$ cat config.mk
export PLATFORM = sky130hd
export DESIGN_NAME = atie_emulator
export DESIGN_NICKNAME = d
export VERILOG_FILES = /design/src/hdl/atie_pkg.sv /design/src/hdl/atie_emulator.sv /design/src/hdl/atie_quad_gen.sv /design/src/hdl/atie_req_filter.sv
export SDC_FILE = /design/constraint.sdc
export NUM_CORES = 1
export LEC_CHECK = 0
export ABC_AREA = 1
export ABC_CLOCK_PERIOD_IN_PS = 9500
export BUFFER_PORTS_ARGS = -buffer_cell sky130_fd_sc_hd__buf_2
export CORE_ASPECT_RATIO = 0.8
export CORE_MARGIN = 2
export CORE_UTILIZATION = 35
export CTS_BUF_LIST = sky130_fd_sc_hd__clkbuf_8
export CTS_CLUSTER_SIZE = 28
export DETAILED_ROUTE_END_ITERATION = 7
export GPL_TIMING_DRIVEN = 0
export MAX_ROUTING_LAYER = met4
export PLACE_DENSITY = 0.52
export SLEW_MARGIN = 5
export SYNTH_ARGS = -nofsm -noshare
export SYNTH_HDL_FRONTEND = slang
export SYNTH_HIERARCHICAL = 1
export SYNTH_SLANG_ARGS = --single-unit
$ cat constraint.sdc
create_clock -name core_clk -period 9.5 [get_ports core_clk]
set_input_delay 0.475 -clock core_clk [delete_from_list [all_inputs] [get_ports core_clk]]
set_output_delay 0.475 -clock core_clk [all_outputs]
set_load 0.02 [all_outputs]
$ cat src/hdl/atie_pkg.sv
// Shared constants and state type for the incremental emulator
package atie_pkg;
  // Clock and timing
  localparam int CLK_PERIOD_NS    = 100;
  localparam int RESTART_HOLD_MS  = 50;
  localparam int RESTART_HOLD_CYC =
    (RESTART_HOLD_MS * 1000000 + CLK_PERIOD_NS - 1) / CLK_PERIOD_NS;
  localparam int Z_PULSE_NS       = 1000;
  localparam int Z_PULSE_CYC      =
    (Z_PULSE_NS + CLK_PERIOD_NS - 1) / CLK_PERIOD_NS;
  localparam int STEP_GAP_NS      = 500;
  localparam int STEP_GAP_CYC     =
    (STEP_GAP_NS + CLK_PERIOD_NS - 1) / CLK_PERIOD_NS;

  // Resolution: pulses per turn times quadrature edges per pulse
  localparam int MAX_PPR   = 1024;
  localparam int QUAD_MULT = 4;
  localparam int POS_W     = $clog2(MAX_PPR * QUAD_MULT);

  // Start-up pursuit and tracking limits
  localparam int MAX_RETRY = 8;
  localparam int MAX_LAG   = 64;
  localparam int Z_POS     = 0;

  // Sequencer states
  typedef enum logic [2:0] {
    ST_STANDBY = 3'b000,
    ST_ZPULSE  = 3'b001,
    ST_TRAIN   = 3'b010,
    ST_CHECK   = 3'b011,
    ST_RUN     = 3'b100
  } atie_state_e;
endpackage : atie_pkg

$ cat src/hdl/atie_emulator.sv
// Absolute-to-incremental emulator: start-up sequencer and tracking
//
// Operation
// Power-up standby: A, B, Z, ready low
// Start needs request held 50 ms
// Request tied active starts automatically
// Start-up train count equals absolute position
// One Z pulse precedes start-up train
// Ready rises when train complete
// After start-up, tracking drives A, B, Z
// Z decoded from position; A/B quadrature
// Direction select picks counting rotation sense
// Ready low means controller must restart
// Fault forces ready low
// Recheck position, send extra pulses until matched
// Shaft too fast: ready stays low
// 1024 pulses per turn, x4 edges
// Synchronise request, count hold cycles
// Train phase order counts up; pursuit passes may count down
`timescale 1ns/100ps
module atie_emulator import atie_pkg::*; #(
  parameter int PW       = POS_W,
  parameter int HOLD_CYC = RESTART_HOLD_CYC
) (
  input  wire logic          core_clk,
  input  wire logic          rst_n,
  input  wire logic          restart_req,
  input  wire logic          dir_cw_up,
  input  wire logic [PW-1:0] abs_pos,
  input  wire logic          fault,
  output logic               chan_a,
  output logic               chan_b,
  output logic               chan_z,
  output logic               ready
);
  localparam int ZW = $clog2(Z_PULSE_CYC + 1);
  localparam int RW = $clog2(MAX_RETRY + 1);
  localparam logic [ZW-1:0] Z_LAST    = ZW'(Z_PULSE_CYC - 1);
  localparam logic [RW-1:0] RETRY_MAX = RW'(MAX_RETRY);
  localparam logic [PW-1:0] LAG_MAX   = PW'(MAX_LAG);
  localparam logic [PW-1:0] Z_CODE    = PW'(Z_POS);

  atie_state_e   state_q;
  atie_state_e   state_d;
  logic [PW-1:0] pos_eff;
  logic [PW-1:0] goal;
  logic [PW-1:0] diff;
  logic [PW-1:0] lag;
  logic [PW-1:0] sent_q;
  logic [PW-1:0] target_q;
  logic [ZW-1:0] zcnt_q;
  logic [RW-1:0] retry_q;
  logic          req_ok;
  logic          step_ready;
  logic          step_valid;
  logic          step_up;
  logic          step_fire;
  logic          match;
  logic          pos_same;
  logic          lag_over;
  logic          z_d;
  logic          first_pass;
  logic          standby;

  // 50 ms qualified request; a tied-high request qualifies after reset
  atie_req_filter #(
    .HOLD_CYC (HOLD_CYC)
  ) u_req (
    .core_clk (core_clk),
    .rst_n    (rst_n),
    .req_raw  (restart_req),
    .req_ok   (req_ok)
  );

  // Counting sense: reflect the code so chosen rotation counts up
  assign pos_eff = dir_cw_up ? abs_pos : ({PW{1'b0}} - abs_pos);

  // Start-up chases a latched target, tracking chases live position
  assign goal       = (state_q == ST_RUN) ? pos_eff : target_q;
  assign diff       = goal - sent_q;
  assign match      = (diff == '0);
  // First pass only counts up, so pulses sent equal the position;
  // pursuit passes take the short way to a shaft that moved
  assign first_pass = (state_q == ST_TRAIN) && (retry_q == '0);
  assign step_up    = first_pass || ~diff[PW-1];
  assign step_valid = ((state_q == ST_TRAIN) || (state_q == ST_RUN))
                      && !match;
  assign step_fire  = step_valid && step_ready;
  assign pos_same   = (pos_eff == sent_q);
  assign standby    = (state_q == ST_STANDBY);
  assign lag        = step_up ? diff : ({PW{1'b0}} - diff);
  // Lag beyond the limit means the output lost the shaft
  assign lag_over   = (state_q == ST_RUN) && (lag > LAG_MAX);

  // Sequencer next state; fault wins from every state
  always_comb begin
    state_d = state_q;
    case (state_q)
      ST_STANDBY: begin
        if (req_ok) begin
          state_d = ST_ZPULSE;
        end
      end
      ST_ZPULSE: begin
        if (zcnt_q == Z_LAST) begin
          state_d = ST_TRAIN;
        end
      end
      ST_TRAIN: begin
        if (match) begin
          state_d = ST_CHECK;
        end
      end
      ST_CHECK: begin
        if (pos_same) begin
          state_d = ST_RUN;
        end else if (retry_q == RETRY_MAX) begin
          state_d = ST_STANDBY;
        end else begin
          state_d = ST_TRAIN;
        end
      end
      ST_RUN: begin
        if (lag_over) begin
          state_d = ST_STANDBY;
        end
      end
      default: begin
        state_d = ST_STANDBY;
      end
    endcase
    if (fault) begin
      state_d = ST_STANDBY;
    end
  end

  // Z: start marker pulse, then decoded from the absolute code
  assign z_d = (state_d == ST_ZPULSE) ||
               ((state_d == ST_RUN) && (abs_pos == Z_CODE));

  // State, Z output and ready flag registers
  always_ff @(posedge core_clk or negedge rst_n) begin
    if (!rst_n) begin
      state_q <= ST_STANDBY;
      chan_z  <= 1'b0;
      ready   <= 1'b0;
    end else begin
      state_q <= state_d;
      chan_z  <= z_d;
      ready   <= (state_d == ST_RUN);
    end
  end

  // Sent count mirrors what the external x4 counter holds
  always_ff @(posedge core_clk or negedge rst_n) begin
    if (!rst_n) begin
      sent_q   <= '0;
      target_q <= '0;
      zcnt_q   <= '0;
      retry_q  <= '0;
    end else if (state_q == ST_STANDBY) begin
      sent_q   <= '0;
      target_q <= pos_eff;
      zcnt_q   <= '0;
      retry_q  <= '0;
    end else begin
      if (step_fire) begin
        sent_q <= step_up ? sent_q + 1'b1 : sent_q - 1'b1;
      end
      if (state_q == ST_ZPULSE) begin
        zcnt_q <= zcnt_q + 1'b1;
      end
      if ((state_q == ST_CHECK) && !pos_same) begin
        target_q <= pos_eff;
        retry_q  <= retry_q + 1'b1;
      end
    end
  end

  // Channels stay cleared in standby, so shaft motion does nothing
  atie_quad_gen #(
    .GAP_CYC    (STEP_GAP_CYC)
  ) u_quad (
    .core_clk   (core_clk),
    .rst_n      (rst_n),
    .clear      (standby),
    .step_valid (step_valid),
    .step_up    (step_up),
    .step_ready (step_ready),
    .chan_a     (chan_a),
    .chan_b     (chan_b)
  );

  property p_standby_quiet;
    @(posedge core_clk) disable iff (!rst_n)
      (state_q == ST_STANDBY) && $past(state_q == ST_STANDBY)
      |-> !chan_a && !chan_b && !chan_z && !ready;
  endproperty
  a_standby_quiet: assert property (p_standby_quiet)
    else $error("outputs active in standby");

  property p_z_first;
    @(posedge core_clk) disable iff (!rst_n)
      $rose(state_q == ST_TRAIN) |-> $past(state_q) != ST_STANDBY;
  endproperty
  a_z_first: assert property (p_z_first)
    else $error("train started without Z pulse");

  property p_ready_matched;
    @(posedge core_clk) disable iff (!rst_n)
      $rose(ready) |-> $past(sent_q) == $past(pos_eff);
  endproperty
  a_ready_matched: assert property (p_ready_matched)
    else $error("ready raised with count mismatch");

  property p_fault_drop;
    @(posedge core_clk) disable iff (!rst_n)
      fault |=> !ready && (state_q == ST_STANDBY);
  endproperty
  a_fault_drop: assert property (p_fault_drop)
    else $error("fault did not drop ready");

  property p_retry_give_up;
    @(posedge core_clk) disable iff (!rst_n)
      (state_q == ST_CHECK) && !pos_same && (retry_q == RETRY_MAX)
      |=> !ready && (state_q == ST_STANDBY);
  endproperty
  a_retry_give_up: assert property (p_retry_give_up)
    else $error("ready not withheld after pursuit failed");

  property p_step_counts;
    @(posedge core_clk) disable iff (!rst_n)
      step_fire && step_up && (state_q == ST_TRAIN) && !fault
      |=> sent_q == $past(sent_q) + 1'b1;
  endproperty
  a_step_counts: assert property (p_step_counts)
    else $error("start-up step not counted");

  property p_z_decode;
    @(posedge core_clk) disable iff (!rst_n)
      (state_q == ST_RUN) && (abs_pos == Z_CODE) && !fault && !lag_over
      |=> chan_z;
  endproperty
  a_z_decode: assert property (p_z_decode)
    else $error("Z not decoded from position");

  property p_start_held;
    @(posedge core_clk) disable iff (!rst_n)
      (state_q == ST_STANDBY) && !req_ok |=> (state_q == ST_STANDBY);
  endproperty
  a_start_held: assert property (p_start_held)
    else $error("start-up began without qualified request");

  property p_z_high;
    @(posedge core_clk) disable iff (!rst_n)
      (state_q == ST_ZPULSE) |-> chan_z;
  endproperty
  a_z_high: assert property (p_z_high)
    else $error("Z low during start marker");

  property p_ab_still;
    @(posedge core_clk) disable iff (!rst_n)
      (state_q == ST_ZPULSE) && $past(state_q == ST_ZPULSE)
      |-> $stable(chan_a) && $stable(chan_b);
  endproperty
  a_ab_still: assert property (p_ab_still)
    else $error("quadrature moved during Z marker");

  property p_train_up;
    @(posedge core_clk) disable iff (!rst_n)
      first_pass && !fault |=> sent_q >= $past(sent_q);
  endproperty
  a_train_up: assert property (p_train_up)
    else $error("first start-up pass counted down");

  property p_lag_drop;
    @(posedge core_clk) disable iff (!rst_n)
      lag_over |=> !ready && (state_q == ST_STANDBY);
  endproperty
  a_lag_drop: assert property (p_lag_drop)
    else $error("lost shaft did not drop ready");

  property p_ready_run;
    @(posedge core_clk) disable iff (!rst_n)
      ready |-> (state_q == ST_RUN);
  endproperty
  a_ready_run: assert property (p_ready_run)
    else $error("ready high outside normal operation");

  property p_run_tracks;
    @(posedge core_clk) disable iff (!rst_n)
      (state_q == ST_RUN) && !match && step_ready && !fault && !lag_over
      |=> sent_q != $past(sent_q);
  endproperty
  a_run_tracks: assert property (p_run_tracks)
    else $error("tracking did not follow the shaft");

  property p_check_retry;
    @(posedge core_clk) disable iff (!rst_n)
      (state_q == ST_CHECK) && !pos_same && (retry_q != RETRY_MAX)
      && !fault |=> (state_q == ST_TRAIN) && (target_q == $past(pos_eff));
  endproperty
  a_check_retry: assert property (p_check_retry)
    else $error("pursuit did not retarget the new position");
endmodule : atie_emulator

$ cat src/hdl/atie_quad_gen.sv
// Quadrature step generator with minimum edge spacing
`timescale 1ns/100ps
module atie_quad_gen import atie_pkg::*; #(
  parameter int GAP_CYC = STEP_GAP_CYC
) (
  input  wire logic core_clk,
  input  wire logic rst_n,
  input  wire logic clear,
  input  wire logic step_valid,
  input  wire logic step_up,
  output logic      step_ready,
  output logic      chan_a,
  output logic      chan_b
);
  localparam int GW = $clog2(GAP_CYC + 1);
  localparam logic [GW-1:0] GAP_LAST = GW'(GAP_CYC - 1);

  logic [1:0]    phase_q;
  logic [1:0]    phase_d;
  logic [GW-1:0] gap_q;
  logic          step_fire;

  // Spacing keeps each edge visible to a slow external counter
  assign step_ready = (gap_q == '0) && !clear;
  assign step_fire  = step_valid && step_ready;
  assign phase_d    = clear ? 2'h0 :
                      step_fire ? (step_up ? phase_q + 2'h1
                                           : phase_q - 2'h1) : phase_q;

  // Phase counter mapped to gray code, so one channel moves per step
  always_ff @(posedge core_clk or negedge rst_n) begin
    if (!rst_n) begin
      phase_q <= 2'h0;
      chan_a  <= 1'b0;
      chan_b  <= 1'b0;
      gap_q   <= '0;
    end else begin
      phase_q <= phase_d;
      chan_a  <= phase_d[1];
      chan_b  <= phase_d[1] ^ phase_d[0];
      gap_q   <= step_fire ? GAP_LAST : (gap_q != '0) ? gap_q - 1'b1 : gap_q;
    end
  end

  property p_one_edge;
    @(posedge core_clk) disable iff (!rst_n)
      !clear && !$past(clear) |-> !($changed(chan_a) && $changed(chan_b));
  endproperty
  a_one_edge: assert property (p_one_edge)
    else $error("both quadrature channels moved together");
endmodule : atie_quad_gen

$ cat src/hdl/atie_req_filter.sv
// Start-up request synchroniser and minimum hold qualifier
`timescale 1ns/100ps
module atie_req_filter import atie_pkg::*; #(
  parameter int HOLD_CYC = RESTART_HOLD_CYC
) (
  input  wire logic core_clk,
  input  wire logic rst_n,
  input  wire logic req_raw,
  output logic      req_ok
);
  localparam int CW = $clog2(HOLD_CYC + 1);
  localparam logic [CW-1:0] HOLD = CW'(HOLD_CYC);

  logic          sync1_q;
  logic          sync2_q;
  logic [CW-1:0] cnt_q;
  logic [CW-1:0] cnt_d;

  // Saturating count of cycles the request has stayed active
  assign cnt_d  = !sync2_q ? '0 : (cnt_q == HOLD) ? cnt_q : cnt_q + 1'b1;
  assign req_ok = (cnt_q == HOLD);

  // Two-stage synchroniser; first stage feeds only the second
  always_ff @(posedge core_clk or negedge rst_n) begin
    if (!rst_n) begin
      sync1_q <= 1'b0;
      sync2_q <= 1'b0;
      cnt_q   <= '0;
    end else begin
      sync1_q <= req_raw;
      sync2_q <= sync1_q;
      cnt_q   <= cnt_d;
    end
  end

  property p_hold_reached;
    @(posedge core_clk) disable iff (!rst_n)
      $rose(req_ok) |-> $past(cnt_q) == HOLD - 1'b1;
  endproperty
  a_hold_reached: assert property (p_hold_reached)
    else $error("request qualified before full hold time");

  property p_drop_clears;
    @(posedge core_clk) disable iff (!rst_n)
      !sync2_q |=> !req_ok;
  endproperty
  a_drop_clears: assert property (p_drop_clears)
    else $error("short request not ignored");
endmodule : atie_req_filter

Word-level counts from Yosys, hierarchy flattened
Index checks and enable logic that the tools add are counted.

cells by class
  order comparisons = 1
  equality and inequality tests = 11
  reductions and logical operators = 23
  bitwise gates (word level) = 2
  muxes and demuxes = 27
  add/subtract/negate cells = 11

operators with widths
  kind                                                            count
  two-way mux 12 bit                                              8
  two-way mux 19 bit                                              2
  logical NOT 12 bit                                              2
  two-way mux 3 bit                                               8
  subtractor 1 x 12 -> 12 bit, first input constant               2
  adder 19 x 1 -> 19 bit, second input constant                   1
  == test 19 bit, second input constant                           1
  two-way mux 4 bit                                               4
  one-hot mux 3 bit (5 select lines)                              1
  adder 12 x 1 -> 12 bit, second input constant                   1
  == test 12 bit                                                  1
  greater-than comparator 12 x 7 -> 1 bit, second input constant  1
  subtractor 12 x 1 -> 12 bit, second input constant              1
  subtractor 12 bit                                               1
  adder 4 x 1 -> 4 bit, second input constant                     2
  == test 4 bit, second input constant                            2
  two-way mux 2 bit                                               4
  nonzero test 2 bit                                              4
  logical AND 1 bit                                               7
  == test 3 x 1 -> 1 bit, second input constant                   2
  == test 3 x 2 -> 1 bit, second input constant                   2
  == test 3 bit, second input constant                            2
  logical NOT 3 bit                                               2
  logical NOT 4 bit                                               1
  9 further kinds                                                 13

storage, ports and cells
  bits of input ports = 17
  bits in registers = 65
  output and inout port bits = 4

Longest topological paths before layout
  depth after elaboration = 15
  mapped depth = 31
  gate-level depth less buffers = 31

Hierarchy
The synthesis kept the hierarchy.

modules (own cells, without submodules)
  module           cells each  instances  sequential area each (um^2)  area each (um^2)
  atie_emulator    475         1          925.9                        3,528.4
  atie_req_filter  186         1          525.5                        1,326.3
  atie_quad_gen    50          1          150.1                        384.1

Worst setup path before layout
OpenSTA, ideal clock, no wires.

  path type = register -> register
  start point = register state_q[0]
  end point = register sent_q[11]
  stages on the path, launching flop included = 31
  library setup time = 0.127 ns
  arrival time = 4.393 ns
  required time = 9.373 ns
  buffers on the path = 2
  path slack = 4.980 ns
  cells stage by stage = dfrtp_1 -> nor2_1 -> nand2_1 -> inv_1 -> clkbuf_1 -> clkbuf_1 -> o21ai_0 -> ha_1 -> a21oi_1 -> nand2_1 -> nand2_1 -> nand2_2 -> nand4_1 -> nand2_1 -> inv_1 -> nand3_1 -> nand2_2 -> nand2_2 -> inv_1 -> ha_1 -> a21oi_1 -> nand2_1 -> nand2_1 -> o211ai_1 -> a21o_1 -> nand2_1 -> nand2_1 -> a21o_1 -> a21oi_1 -> xor2_1 -> o22ai_1

on the way
  longest elaborated chain between the ends = 8

RTL lines
  what                    line                  text
  start, declared         atie_emulator.sv:43   atie_state_e state_q;
  start signal, assigned  atie_emulator.sv:148  state_q <= state_d;
  == test 3 bit           atie_emulator.sv:79   assign goal = (state_q == ST_RUN) ? pos_eff : target_q;
  two-way mux 12 bit      atie_emulator.sv:79
  subtractor 12 bit       atie_emulator.sv:80   assign diff = goal - sent_q;
  NOT 1 bit               atie_emulator.sv:85   assign step_up = first_pass || ~diff[PW-1];
  logical OR 1 bit (*)    atie_emulator.sv:85
  named net step_up       atie_emulator.sv:56   logic step_up;
  two-way mux 12 bit (*)  atie_emulator.sv:168  sent_q <= step_up ? sent_q + 1'b1 : sent_q - 1'b1;
  two-way mux 12 bit (*)  atie_emulator.sv:167  if (step_fire) begin
  two-way mux 12 bit (*)  atie_emulator.sv:161  end else if (state_q == ST_STANDBY) begin
  end signal, assigned    atie_emulator.sv:168
  end, declared           atie_emulator.sv:49   logic [PW-1:0] sent_q;

The timed path passes the listed nets; every way through them passes the cells marked *. The select of a mux whose other input is x is not followed.
A chain may end at the register's enable or synchronous reset.

Final worst setup path
Same ends and word-level chain as after synthesis.

==> reports/qor.yml <==
outcome:
  outcome: "finished clean"
logic_synthesis:
  synth_area_leaders: "dfrtp_1, nand2_1, inv_1"
  synthTopCellsByCount: "nand2_1, inv_1, nor2_1, dfrtp_1, nand3_1"
  yosysMostFrequentCell: "nand2_1"
  synth_edf_count: 0
  synth_top_cell_area_share_pct: 30.6
  synth_largest_area_cell: "dfrtp_1"
  syn_avg_cell_area_um2: 7.37
  synth_cell_types: 47
  syn-num-nets: 760
  synth_area_um2: 5240
  yosys_warnings: 6
  ys_ff_latch: 64
  syn-instance-count: 711
  ys_seq_area_share_pct: 30.6
  synth-async-reset-ratio_pct: 100
  synthFlopType: "dfrtp_1"
sta:
  clock_skew_ns: 0.00704
  slew_viol_final: 0
  fin_crit_ns: 5.95
  slew_headroom_pct: 62.6
  hold_viol_final: 0
  tightest_slew_ns: 0.561
  post-route-period-util_pct: 62.6
  rsz0062_at_grt: "no"
  fmax_mhz: 168
  whs_ns: 0.215
  setup_violations: 0
  setup_total_negative_slack_ns: 0
detailed_routing:
  wl_mm: 12.8
  ant_nets: 0
  viasPerCell: 4.86
  drt-pass1-iter-count: 4
  drt_first_iter_violations: 276
  wire_per_inst_um: 13.7
  vias: 4539
  drc_errors: 0
clock_network:
  cts_tree: "built"
  clockBufferDepth: 2
  cts_setup_buffers: 0
  root_buffer: "clkbuf_8"
  cts_sinks: 64
  clock_latency_ns: 0.37
  cts_max_level: 3
  cts_buffers: 9
  path_clk_slew_ns: 0.08
critical_path:
  crit_slowest_cell: "clkbuf_1"
  crit_family: "simple AND/OR/NAND/NOR gates"
  r2r-end: "sent_q[11]"
  reg2reg_slack_ns: 3.55
  cp-end-kind: "register"
  cp_data_required_time_ns: 9.75
  cp-start-kind: "register"
  worstReg2RegStart: "state_q[0]"
  max_stage_delay_ns: 0.46
  crit_buf_inv: 5
  path_max_fanout: 10
  criticalPathCategory: "reg2reg"
  worstPathArrival_ns: 6.20
  rr_worst_depth: 30
  cpMostUsedCell: "nand2_1"
grt:
  grt_start_max_net_pins: 62
  grt-ovfl-total: 0
  track_usage_pct: 17.9
  antenna_found_initial: 0
  grt_pass1_vias: 4395
  grt_use_met1_pct: 25.7
  met2_usage_pct: 26.0
  grt_pass1_wl_mm: 21.9
  grt-busiest-layer: "met2"
  grtUsageMet3_pct: 3.15
pwr:
  power.density_nw_per_um2: 131
  p_leak_nw: 2.79
  ir_worst_vdd_mv: 0.0592
finish:
  seqCellArea_um2: 1600
  syn2layout_area_growth_pct: 11.6
  multi_input_area_um2: 3160
  nets: 793
  fillers: 1507
  instances_no_fill: 933
  drive_gt1_share_pct: 16.6
  num_antenna_cells: 0
floorplan:
  die_w_um: 141
  boundaryPins: 21
  core-area_um2: 14400
  fp.dieArea_um2: 16000
  start_util_pct: 36.3
  placementRows: 39
  die_h_um: 113
placed_design:
  hpwl_mm: 9.84
  placedCellCount: 916
  io_buffer_count: 20
  globalplace.congestion: 0.824
min_path:
  hold_path_end: "u_req/sync1_q"
  holdPathStages: 1
  hold_class: "in2reg"
  worstHoldStart: "restart_req"
flow_run:
  max_cap_viol_count: 0
[final cells by class]
cell class / count / area share, %
multi-input cells: 528 / 54.0
flip-flops and latches: 64 / 27.4
inverters: 110 / 7.09
well taps: 184 / 3.94
repair buffers: 22 / 2.40
clock buffers: 9 / 2.12
clock inverters: 7 / 1.91
plain buffers: 9 / 1.13
[state kept, by name, indices dropped and copies added (netlist names)]
register and flops:
u_req/cnt_q 19, sent_q 12, target_q 12, retry_q 4, zcnt_q 4, state_q 3, u_quad/gap_q 3, chan_z 1
ready 1, u_quad/chan_a 1, u_quad/chan_b 1, u_quad/phase_q 1, u_req/sync1_q 1, u_req/sync2_q 1
[layout by cell type, fill, tap and decap left out, drive strengths merged, types with 10 or more instances in the layout]
cell	instances
ha	30
o21ai	49
inv	110
nand4	14
buf	27
nand3	60
o22ai	13
clkbuf	12
nor3	10
xor2	31
a21oi	31
nor2	85
dfrtp	64
nand2	175
[power breakdown]
part	leakage (nW)	internal, mW	switching, mW
clock network	0.120	0.172	0.118
registers	0.855	0.286	0.00851
logic	1.82	0.0641	0.115
[logic make-up after synthesis]
family / share of synthesized area, %
DFF: 30.6
xor gates and xnor gates: 7.26
buffers and inverters: 9.17
AOI/OAI and AO/OA: 13.4
adders and majority gates: 7.93
and+or+nand+nor: 31.6
[routing by layer]
layer,up-vias,part of all wire (%)
li1,2366,-
met1,2071,53
met2,92,41
met3,10,4.8
met4,0,1.2
met5,-,0
[worst register-to-register path: cells and delay by family (launching register included)]
| family | cells | cell delay [ns] |
|---|---|---|
| compound gates | 8 | 1.37 |
| xor+xnor | 1 | 0.18 |
| fa+ha+maj | 2 | 0.74 |
| buf+inv | 5 | 1.47 |
| flops | 1 | 0.42 |
| simple gates | 14 | 1.64 |
[worst max-delay path by stage]
stage | startpoint | end | slack, ns | depth (start not counted)
2_1_floorplan | state_q[0] | sent_q[11] | 4.98 | 30
3_5_place_dp | state_q[0] | sent_q[11] | 3.55 | 30
6_report | state_q[0] | sent_q[11] | 3.55 | 30
5_1_grt | state_q[0] | sent_q[11] | 2.95 | 30
4_1_cts | state_q[0] | sent_q[11] | 3.53 | 30
3_3_place_gp | state_q[0] | sent_q[11] | 3.67 | 30
[stage by stage]
stage,instance area (um^2),total power [mW],utilization [%],setup slack (ns)
finish,5840,0.764,40.5,3.55
global route,5840,0.812,40.5,2.95
CTS,5840,0.776,40.5,3.53
detailed placement,5600,0.479,38.8,3.55
global placement,5570,0.474,38.6,3.67
floorplan,5240,0.435,-,4.98
[repair_timing]
action	4_1_cts	5_1_grt
resized for setup	0	0
hold buffers	1	0
hold endpoints to repair	3	0
(Power assumes the default switching activity.)
